$ cat config.mk
export PLATFORM = sky130hd
export DESIGN_NAME = uhc_cmd_ctrl
export DESIGN_NICKNAME = d
export VERILOG_FILES = /design/src/uhc_pkg.sv /design/src/uhc_cmd_ctrl.sv
export SDC_FILE = /design/constraint.sdc
export NUM_CORES = 1
export LEC_CHECK = 0
export ABC_CLOCK_PERIOD_IN_PS = 4500
export BUFFER_PORTS_ARGS = -buffer_cell sky130_fd_sc_hd__buf_2
export CORE_ASPECT_RATIO = 0.8
export CORE_UTILIZATION = 40
export DETAILED_ROUTE_END_ITERATION = 12
export GPL_ROUTABILITY_DRIVEN = 0
export PLACE_DENSITY = 0.61
export REMOVE_ABC_BUFFERS = 1
export SLEW_MARGIN = 20
export SYNTH_ARGS = -nofsm -noshare
export SYNTH_HDL_FRONTEND = slang
export SYNTH_SLANG_ARGS = --single-unit
export TNS_END_PERCENT = 20
$ cat constraint.sdc
create_clock -name ref_clk -period 4.5 [get_ports ref_clk]
set_input_delay 0.45 -clock ref_clk [delete_from_list [all_inputs] [get_ports ref_clk]]
set_output_delay 0.45 -clock ref_clk [all_outputs]
set_load 0.05 [all_outputs]
$ cat src/uhc_pkg.sv
// Package for the host command control block: register map, field positions, timing.
// Assumes a single 100 MHz clock domain and an AXI4-Lite register slave.
package uhc_pkg;
    localparam int          ADDR_W            = 8;
    localparam logic [7:0]  CMD_OFFSET        = 8'h00;
    localparam logic [7:0]  STS_OFFSET        = 8'h04;
    localparam logic [7:0]  INTEN_OFFSET      = 8'h08;
    localparam logic [7:0]  ASYNC_PTR_OFFSET  = 8'h0C;
    localparam logic [7:0]  PERIOD_PTR_OFFSET = 8'h10;
    localparam logic [7:0]  THRESH_OFFSET     = 8'h14;
    localparam int          RUN_BIT           = 0;
    localparam int          SOFT_RESET_BIT    = 1;
    localparam int          PERIODIC_EN_BIT   = 4;
    localparam int          ASYNC_EN_BIT      = 5;
    localparam int          DOORBELL_BIT      = 6;
    localparam int          ADVANCE_STS_BIT   = 5;
    localparam int          HALTED_STS_BIT    = 12;
    localparam int          ADVANCE_IEN_BIT   = 5;
    localparam logic [1:0]  FRAME_LIST_CODE   = 2'h0;
    localparam int          FRAME_LIST_ENTRIES = 1024;
    localparam int          CLK_PERIOD_NS     = 10;
    localparam int          UFRAME_NS         = 125000;
    localparam int          UFRAME_CYCLES     = UFRAME_NS / CLK_PERIOD_NS;
    localparam int          EVICT_CYCLES_NUM  = 4;
    localparam int          RESET_CYCLES_NUM  = 16;
    localparam logic [7:0]  THRESH_RESET      = 8'h08;
    localparam logic [1:0]  RESP_OKAY         = 2'h0;
    localparam logic [1:0]  RESP_SLVERR       = 2'h2;

    typedef struct packed {
        logic        async_en;
        logic        periodic_en;
        logic [31:0] async_ptr;
        logic [31:0] periodic_ptr;
    } uhc_sched_s;

    typedef enum logic [1:0] {
        RST_IDLE  = 2'b00,
        RST_BUSY  = 2'b01
    } uhc_rst_e;
endpackage

$ cat src/uhc_cmd_ctrl.sv
// Command-register control of a USB 2.0 host controller with its AXI4-Lite slave.
// Assumes a free-running 100 MHz ref_clk; schedule engines and ports sit outside.
// Summary of operation
// Park mode bits 11:8 of the command register read zero and ignore writes.
// The light reset bit 7 reads zero and ignores writes.
// A doorbell write sets the async-advance status flag once cached async state is evicted.
// The doorbell bit clears only after the async-advance status flag has been set.
// With its enable set, the async-advance flag raises the interrupt at the next threshold boundary.
// Software does not ring the doorbell while the async schedule is inactive.
// Async schedule enable off skips the async schedule; on fetches from the async list pointer.
// Periodic enable off skips the periodic schedule; on fetches via the periodic list pointer.
// Frame list size reads zero, is unwritable, and the list always has 1024 entries.
// Writing one to the soft reset bit resets internal state and aborts USB activity without bus reset.
// Soft reset restores operational and port registers and returns port ownership to companions.
// The soft reset bit self-clears when reset completes; writing zero does not shorten it.
// Software only requests soft reset while the halted flag is one.
// Soft reset leaves configuration and capability registers unchanged.
// Soft reset takes every port out of test mode.
// After soft reset software reprograms the operational state.
// The halted flag sets only after the current transaction ends following a stop request.
//
// The placing of the registers and the AXI4-Lite interface to the registers were decided locally.
`timescale 1ns/10ps
module uhc_cmd_ctrl (
    input  wire logic                 ref_clk,          // 100 MHz clock
    input  wire logic                 reset_n,          // Chip reset, async, active low
    input  wire logic [7:0]           s_axi_awaddr,     // Write address
    input  wire logic                 s_axi_awvalid,    // Write address valid
    output logic                      s_axi_awready,    // Write address ready
    input  wire logic [31:0]          s_axi_wdata,      // Write data
    input  wire logic [3:0]           s_axi_wstrb,      // Write byte strobes
    input  wire logic                 s_axi_wvalid,     // Write data valid
    output logic                      s_axi_wready,     // Write data ready
    output logic [1:0]                s_axi_bresp,      // Write response
    output logic                      s_axi_bvalid,     // Write response valid
    input  wire logic                 s_axi_bready,     // Write response ready
    input  wire logic [7:0]           s_axi_araddr,     // Read address
    input  wire logic                 s_axi_arvalid,    // Read address valid
    output logic                      s_axi_arready,    // Read address ready
    output logic [31:0]               s_axi_rdata,      // Read data
    output logic [1:0]                s_axi_rresp,      // Read response
    output logic                      s_axi_rvalid,     // Read data valid
    input  wire logic                 s_axi_rready,     // Read data ready
    input  wire logic                 evict_done,       // Engine reports async cache evicted
    input  wire logic                 transaction_idle, // No USB transaction in progress
    output uhc_pkg::uhc_sched_s       sched,            // Schedule enables and pointers
    output logic                      run,              // Run request to engines
    output logic                      evict_req,        // Ask engine to evict async cache
    output logic                      ctrl_reset,       // Internal reset pulse level to engines
    output logic                      port_owner_companion, // Ports handed to companions
    output logic                      port_test_exit,   // Leave any port test mode
    output logic                      irq               // Async advance interrupt
);
    // Register state
    logic [31:0] async_ptr, periodic_ptr;
    logic [7:0]  thresh;
    logic        run_bit, async_en, periodic_en, doorbell, adv_sts, adv_ien, halted;
    logic        adv_pending, irq_q;
    uhc_pkg::uhc_rst_e rst_state;
    logic [4:0]  rst_cnt;
    logic [13:0] uf_cnt;
    logic [7:0]  uf_tick_cnt;

    // Write and read channel capture
    logic        aw_full, w_full;
    logic [7:0]  aw_addr;
    logic [31:0] w_data;
    logic [3:0]  w_strb;
    logic        ar_pend;
    logic [7:0]  ar_addr;

    assign s_axi_awready = !aw_full && !s_axi_bvalid;
    assign s_axi_wready  = !w_full && !s_axi_bvalid;
    assign s_axi_arready = !ar_pend && !s_axi_rvalid;

    wire aw_take = s_axi_awvalid && s_axi_awready;
    wire w_take  = s_axi_wvalid && s_axi_wready;
    wire wr_go   = aw_full && w_full && !s_axi_bvalid;
    wire [31:0] wd = w_data;
    wire        wb0 = w_strb[0];
    wire wr_cmd  = wr_go && aw_addr == uhc_pkg::CMD_OFFSET;
    wire wr_sts  = wr_go && aw_addr == uhc_pkg::STS_OFFSET;
    wire wr_ien  = wr_go && aw_addr == uhc_pkg::INTEN_OFFSET;
    wire wr_aptr = wr_go && aw_addr == uhc_pkg::ASYNC_PTR_OFFSET;
    wire wr_pptr = wr_go && aw_addr == uhc_pkg::PERIOD_PTR_OFFSET;
    wire wr_thr  = wr_go && aw_addr == uhc_pkg::THRESH_OFFSET;
    wire wr_hit  = wr_cmd | wr_sts | wr_ien | wr_aptr | wr_pptr | wr_thr;
    wire in_reset = rst_state == uhc_pkg::RST_BUSY;
    wire soft_req = wr_cmd && wb0 && wd[uhc_pkg::SOFT_RESET_BIT] && !in_reset;
    wire cmd_wr   = wr_cmd && wb0 && !in_reset;
    wire clr_adv  = wr_sts && wb0 && wd[uhc_pkg::ADVANCE_STS_BIT];
    wire set_adv  = doorbell && evict_done;

    // Read data, hardwired fields read zero
    wire [31:0] cmd_rd = {8'h00, thresh, 8'h00,
                          1'b0,
                          doorbell, async_en, periodic_en,
                          uhc_pkg::FRAME_LIST_CODE,
                          in_reset, run_bit};
    wire [31:0] sts_rd = ({31'h0, halted} << uhc_pkg::HALTED_STS_BIT) |
                         ({31'h0, adv_sts} << uhc_pkg::ADVANCE_STS_BIT);
    wire [31:0] ien_rd = {31'h0, adv_ien} << uhc_pkg::ADVANCE_IEN_BIT;
    wire        rd_hit = ar_addr == uhc_pkg::CMD_OFFSET || ar_addr == uhc_pkg::STS_OFFSET ||
                         ar_addr == uhc_pkg::INTEN_OFFSET || ar_addr == uhc_pkg::ASYNC_PTR_OFFSET ||
                         ar_addr == uhc_pkg::PERIOD_PTR_OFFSET || ar_addr == uhc_pkg::THRESH_OFFSET;
    wire [31:0] rd_mux = ar_addr == uhc_pkg::CMD_OFFSET        ? cmd_rd :
                         ar_addr == uhc_pkg::STS_OFFSET        ? sts_rd :
                         ar_addr == uhc_pkg::INTEN_OFFSET      ? ien_rd :
                         ar_addr == uhc_pkg::ASYNC_PTR_OFFSET  ? async_ptr :
                         ar_addr == uhc_pkg::PERIOD_PTR_OFFSET ? periodic_ptr :
                         ar_addr == uhc_pkg::THRESH_OFFSET     ? {24'h0, thresh} : 32'h0;

    // Micro-frame tick and threshold boundary
    wire uf_tick  = uf_cnt == 14'(uhc_pkg::UFRAME_CYCLES - 1);
    wire boundary = uf_tick && (uf_tick_cnt + 8'h01 >= thresh);

    always_ff @(posedge ref_clk or negedge reset_n) begin
        if (!reset_n) begin
            aw_full <= 1'b0;
            w_full  <= 1'b0;
            aw_addr <= 8'h00;
            w_data  <= 32'h0;
            w_strb  <= 4'h0;
            s_axi_bvalid <= 1'b0;
            s_axi_bresp  <= uhc_pkg::RESP_OKAY;
        end else begin
            if (aw_take) begin
                aw_full <= 1'b1;
                aw_addr <= s_axi_awaddr;
            end
            if (w_take) begin
                w_full <= 1'b1;
                w_data <= s_axi_wdata;
                w_strb <= s_axi_wstrb;
            end
            if (wr_go) begin
                aw_full <= 1'b0;
                w_full  <= 1'b0;
                s_axi_bvalid <= 1'b1;
                s_axi_bresp  <= wr_hit ? uhc_pkg::RESP_OKAY : uhc_pkg::RESP_SLVERR;
            end else if (s_axi_bvalid && s_axi_bready) begin
                s_axi_bvalid <= 1'b0;
            end
        end
    end

    always_ff @(posedge ref_clk or negedge reset_n) begin
        if (!reset_n) begin
            ar_pend <= 1'b0;
            ar_addr <= 8'h00;
            s_axi_rvalid <= 1'b0;
            s_axi_rdata  <= 32'h0;
            s_axi_rresp  <= uhc_pkg::RESP_OKAY;
        end else begin
            if (s_axi_arvalid && s_axi_arready) begin
                ar_pend <= 1'b1;
                ar_addr <= s_axi_araddr;
            end
            if (ar_pend) begin
                ar_pend <= 1'b0;
                s_axi_rvalid <= 1'b1;
                s_axi_rdata  <= rd_mux;
                s_axi_rresp  <= rd_hit ? uhc_pkg::RESP_OKAY : uhc_pkg::RESP_SLVERR;
            end else if (s_axi_rvalid && s_axi_rready) begin
                s_axi_rvalid <= 1'b0;
            end
        end
    end

    // Soft reset sequencer; holds until count ends, a zero write cannot cut it short
    always_ff @(posedge ref_clk or negedge reset_n) begin
        if (!reset_n) begin
            rst_state <= uhc_pkg::RST_IDLE;
            rst_cnt   <= 5'h00;
        end else begin
            unique case (rst_state)
                uhc_pkg::RST_IDLE: begin
                    if (soft_req) begin
                        rst_state <= uhc_pkg::RST_BUSY;
                        rst_cnt   <= 5'(uhc_pkg::RESET_CYCLES_NUM - 1);
                    end
                end
                uhc_pkg::RST_BUSY: begin
                    if (rst_cnt == 5'h00) begin
                        rst_state <= uhc_pkg::RST_IDLE;
                    end else begin
                        rst_cnt <= rst_cnt - 5'h01;
                    end
                end
                default: rst_state <= uhc_pkg::RST_IDLE;
            endcase
        end
    end

    // Operational registers; restored by soft reset, capability values live elsewhere
    always_ff @(posedge ref_clk or negedge reset_n) begin
        if (!reset_n) begin
            run_bit      <= 1'b0;
            async_en     <= 1'b0;
            periodic_en  <= 1'b0;
            async_ptr    <= 32'h0;
            periodic_ptr <= 32'h0;
            thresh       <= uhc_pkg::THRESH_RESET;
            adv_ien      <= 1'b0;
        end else if (in_reset) begin
            run_bit      <= 1'b0;
            async_en     <= 1'b0;
            periodic_en  <= 1'b0;
            async_ptr    <= 32'h0;
            periodic_ptr <= 32'h0;
            thresh       <= uhc_pkg::THRESH_RESET;
            adv_ien      <= 1'b0;
        end else begin
            if (cmd_wr && !soft_req) begin
                run_bit     <= wd[uhc_pkg::RUN_BIT];
                async_en    <= wd[uhc_pkg::ASYNC_EN_BIT];
                periodic_en <= wd[uhc_pkg::PERIODIC_EN_BIT];
            end
            if (wr_cmd && w_strb[2] && !soft_req) begin
                thresh <= wd[23:16];
            end
            if (wr_aptr) begin
                async_ptr <= wd;
            end
            if (wr_pptr) begin
                periodic_ptr <= wd;
            end
            if (wr_thr && wb0) begin
                thresh <= wd[7:0];
            end
            if (wr_ien && wb0) begin
                adv_ien <= wd[uhc_pkg::ADVANCE_IEN_BIT];
            end
        end
    end

    // Doorbell, status flag, halted flag; hardware set wins over software clear
    always_ff @(posedge ref_clk or negedge reset_n) begin
        if (!reset_n) begin
            doorbell <= 1'b0;
            adv_sts  <= 1'b0;
            halted   <= 1'b1;
        end else if (in_reset) begin
            doorbell <= 1'b0;
            adv_sts  <= 1'b0;
            halted   <= 1'b1;
        end else begin
            if (set_adv) begin
                doorbell <= 1'b0;
            end else if (cmd_wr && !soft_req && wd[uhc_pkg::DOORBELL_BIT]) begin
                doorbell <= 1'b1;
            end
            if (set_adv) begin
                adv_sts <= 1'b1;
            end else if (clr_adv) begin
                adv_sts <= 1'b0;
            end
            if (run_bit) begin
                halted <= 1'b0;
            end else if (transaction_idle) begin
                halted <= 1'b1;
            end
        end
    end

    // Interrupt waits for the threshold boundary
    always_ff @(posedge ref_clk or negedge reset_n) begin
        if (!reset_n) begin
            uf_cnt      <= 14'h0000;
            uf_tick_cnt <= 8'h00;
            adv_pending <= 1'b0;
            irq_q       <= 1'b0;
        end else if (in_reset) begin
            uf_cnt      <= 14'h0000;
            uf_tick_cnt <= 8'h00;
            adv_pending <= 1'b0;
            irq_q       <= 1'b0;
        end else begin
            uf_cnt <= uf_tick ? 14'h0000 : uf_cnt + 14'h0001;
            if (boundary) begin
                uf_tick_cnt <= 8'h00;
            end else if (uf_tick) begin
                uf_tick_cnt <= uf_tick_cnt + 8'h01;
            end
            if (set_adv) begin
                adv_pending <= 1'b1;
            end else if (boundary) begin
                adv_pending <= 1'b0;
            end
            if (!adv_sts || !adv_ien) begin
                irq_q <= 1'b0;
            end else if (boundary && adv_pending) begin
                irq_q <= 1'b1;
            end
        end
    end

    assign sched.async_en       = async_en && !in_reset;
    assign sched.periodic_en    = periodic_en && !in_reset;
    assign sched.async_ptr      = async_ptr;
    assign sched.periodic_ptr   = periodic_ptr;
    assign run                  = run_bit;
    assign evict_req            = doorbell;
    assign ctrl_reset           = in_reset;
    assign port_owner_companion = in_reset;
    assign port_test_exit       = in_reset;
    assign irq                  = irq_q;
endmodule

==> impl_metrics.py <==
metrics = {
    "synthesis": {
        "ys_types": 64,
        "avgSynthCellArea_um2": 10.3,
        "netlist_area_um2": 8950,
        "async_flop_share": 1.00,
        "synth_ff_type": "dfrtp_1",
        "synth_edf_count": 0,
        "ys_warn_count": 0,
        "synth_cells": 868,
        "ys_seq_area_frac": 0.554,
        "ys_seq_elements": 198,
    },
    "power": {
        "p_leak_nw": 4.97,
        "power_density_nw_per_um2": 591,
        "comb_power_share": 0.319,
        "internal_power_w": 0.00377,
        "power.share.switching": 0.402,
        "seq_power_share": 0.430,
        "clock_power_share": 0.251,
        "power_w": 0.00630,
        "max-vdd-ir-drop_mv": 0.386,
        "p_sw_w": 0.00253,
    },
    "timing": {
        "worstMarginPinSlew_ns": 0.996,
        "fin_crit_ns": 2.69,
        "clock_skew_ns": 0.00993,
        "max_slew_margin": 0.336,
        "rsz0062_at_grt": "false",
        "finalSetupViolCount": 0,
        "setup_tns_ns": 0,
        "fin_crit_sh": 0.597,
        "holdWs_ns": 0.0913,
        "hold_viol": 0,
        "finalWorstSetupSlack_ns": 1.81,
        "drv_slew": 0,
        "max_freq_mhz": 372,
    },
    "critical_path": {
        "crit_chain": "ha_1, nand3_1, xnor2_1, ha_1, o2111ai_1, o221a_2, nor2_1, a311oi_1",
        "crit_path_end_kind": "flop",
        "worstPathBufferInverterCount": 0,
        "crit_type": "flop to flop",
        "max_stage_delay_ns": 0.56,
        "crit_family": "simple AND/OR/NAND/NOR gates",
        "critical_path.slowest_cell": "nor2_1",
        "regToRegSetupSlack_ns": 1.81,
        "crit_arrival_ns": 2.96,
        "cp_max_fo": 8,
        "crit_path_start_kind": "flop",
        "cp.required_ns": 4.77,
        "critPathMostFrequentCell": "ha_1",
    },
    "cts": {
        "clk_pin_slew_worst_paths_ns": 0.07,
        "cts_buffer_depth": 2,
        "clock_sinks": 198,
        "cts_tree": "built",
        "postCtsSetupBuffers": 0,
        "cts-root-buf": "clkbuf_16",
        "cts_buffers": 17,
        "ctsHoldBuffers": 0,
        "ctsResizeCount": 0,
        "clock_latency_ns": 0.43,
        "htree_num_levels": 4,
    },
    "drt": {
        "routedWlPerCell_um": 18.7,
        "vias_per_cell": 5.32,
        "drcViolationCount": 0,
        "first_iter_violations": 429,
        "dr.pass1.iters": 5,
        "drtAntennaViolNets": 0,
        "wirelength_um": 24700,
        "vias": 7043,
    },
    "status": {
        "status": "finished, final reports clean",
    },
    "floorplanning": {
        "dieHeight_um": 136,
        "floorplan.rows": 48,
        "die-area_um2": 23000,
        "die_w_um": 169,
        "initial_core_util": 0.412,
        "core_region_area_um2": 21700,
        "io_pins": 174,
    },
    "grt": {
        "grt_first_pass_wirelength_um": 39100,
        "grt_antenna_before_repair": 1,
        "grt_max_degree": 115,
        "grt_usage": 0.222,
        "grt_pass1_vias": 6800,
        "grt_overflow_total": 0,
    },
    "placed_design": {
        "hpwl_um": 15900,
        "place_ws_ns": 1.85,
        "port_buffers": 169,
    },
    "flow_run": {
        "maxCapViolCount": 0,
    },
    "final_layout": {
        "drive_above_1_share": 0.270,
        "areaGrowthSynthToFinish_pct": 19.1,
        "final_util": 0.490,
        "nets": 1084,
    },
    "hold_path": {
        "hp-class": "input port to asynchronous set/reset pin",
    },
}
-- per-layer routing --
| metal | global-route usage | up-vias | share of wire |
|---|---|---|---|
| met4 | 0.0521 | 0 | 0.0080 |
| met3 | 0.0421 | 10 | 0.047 |
| met5 | 0 | - | 0 |
| met2 | 0.332 | 173 | 0.45 |
| li1 | - | 3329 | - |
| met1 | 0.332 | 3531 | 0.49 |
-- state kept, by name, summed over array words and instances, names as in the netlist, 2 cells and up --
name          count
async_ptr        32
periodic_ptr     32
s_axi_rdata      32
w_data           32
uf_cnt           14
ar_addr           8
aw_addr           8
thresh            8
uf_tick_cnt       8
rst_cnt           5
w_strb            2
-- synth_stat cells, types with 2 or more instances --
| library cell | number | area share |
|---|---|---|
| nand3_1 | 15 | 0.0084 |
| o21a_1 | 3 | 0.0025 |
| a211oi_1 | 3 | 0.0025 |
| nand4_1 | 5 | 0.0035 |
| mux2_2 | 46 | 0.058 |
| and2_1 | 6 | 0.0042 |
| buf_4 | 7 | 0.0059 |
| o2bb2ai_1 | 18 | 0.018 |
| a221o_1 | 7 | 0.0078 |
| and3_1 | 11 | 0.0077 |
| o31ai_1 | 2 | 0.0017 |
| nand2_1 | 160 | 0.067 |
| nand4b_1 | 2 | 0.0020 |
| nand2b_1 | 4 | 0.0028 |
| xnor2_1 | 6 | 0.0059 |
| nor3b_1 | 2 | 0.0017 |
| nor2b_1 | 6 | 0.0042 |
| nor3_1 | 6 | 0.0034 |
| o32ai_1 | 5 | 0.0049 |
| clkbuf_1 | 47 | 0.020 |
| xor2_1 | 12 | 0.012 |
| buf_2 | 8 | 0.0045 |
| dfstp_2 | 2 | 0.0059 |
| a21o_1 | 5 | 0.0042 |
| nor4b_4 | 2 | 0.0053 |
| a21oi_1 | 84 | 0.047 |
| a22oi_1 | 20 | 0.017 |
| nor4_1 | 2 | 0.0014 |
| inv_1 | 23 | 0.0096 |
| o21ai_0 | 26 | 0.015 |
| ha_1 | 12 | 0.017 |
| mux2i_1 | 2 | 0.0022 |
| a22o_1 | 11 | 0.011 |
| a32oi_1 | 10 | 0.0098 |
| or4_1 | 3 | 0.0025 |
| dfrtp_1 | 196 | 0.55 |
| a31oi_1 | 3 | 0.0021 |
| o22ai_1 | 2 | 0.0014 |
| and2_0 | 7 | 0.0049 |
| and4_1 | 2 | 0.0020 |
| nor2_1 | 52 | 0.022 |
-- cell families after synthesis --
kind of cell	Yosys count	share of synthesized area
AOI/OAI and AO/OA	210	0.155
xor gates and xnor gates	18	0.0176
adders and majority gates	12	0.0168
buffers and inverters	85	0.0397
DFF	198	0.554
muxes	49	0.0614
other	1	0.000419
and+or+nand+nor	295	0.155
-- through the flow --
step,instance area (µm²),std cells
2_1_floorplan,8680,807
4_1_cts,10700,1323
5_1_grt,10700,1324
3_3_place_gp,10100,1292
6_report,10700,1324
3_5_place_dp,10100,1292
-- layout make-up --
cell class	count	area (µm²)
sequential	198	4960
clock inverter	13	169
tap	300	375
clock buffer	18	429
fill	2071	11100
antenna	1	2.50
timing repair buffer	185	975
multi-input combinational	586	3660
inverter	23	86.3
-- worst paths after layout --
path | start | end | depth (start not counted)
hold reg to reg | s_axi_rdata[14]$_DFFE_PN0P_ | s_axi_rdata[14]$_DFFE_PN0P_ | 1
min in group ref_clk | s_axi_rready | s_axi_rvalid$_DFFE_PN0P_ | 2
max in group asynchronous | reset_n | uf_tick_cnt[7]$_DFFE_PN0P_ | 2
setup reg to reg | uf_tick_cnt[0]$_DFFE_PN0P_ | adv_pending$_DFFE_PN0P_ | 8
setup / recovery | uf_tick_cnt[0]$_DFFE_PN0P_ | adv_pending$_DFFE_PN0P_ | 8
hold / removal | reset_n | periodic_ptr[9]$_DFFE_PN0P_ | 1
-- power groups by stage --
stage                     clock [W]  sequential, W  combinational [W]
after floorplan                   0        0.00324           0.000846
after global placement            0        0.00272            0.00199
after detailed placement          0        0.00273            0.00202
after CTS                   0.00162        0.00270            0.00202
after global routing        0.00168        0.00278            0.00215
final                       0.00158        0.00271            0.00201
-- cells in the final DEF, fill, tap and decap left out, drive strengths merged, types with 6 or more instances in the layout --
cell,count
and3,11
o21ai,26
a22oi,20
a21oi,84
o2bb2ai,18
inv,28
xor2,12
nor3,7
clkbuf,19
xnor2,6
nor2,52
a22o,11
nand2,160
ha,12
nand3,15
buf,184
and2,13
a32oi,10
a221o,7
nor2b,6
mux2,47
dfrtp,196
No activity file was read; power rests on OpenSTA's default activity.
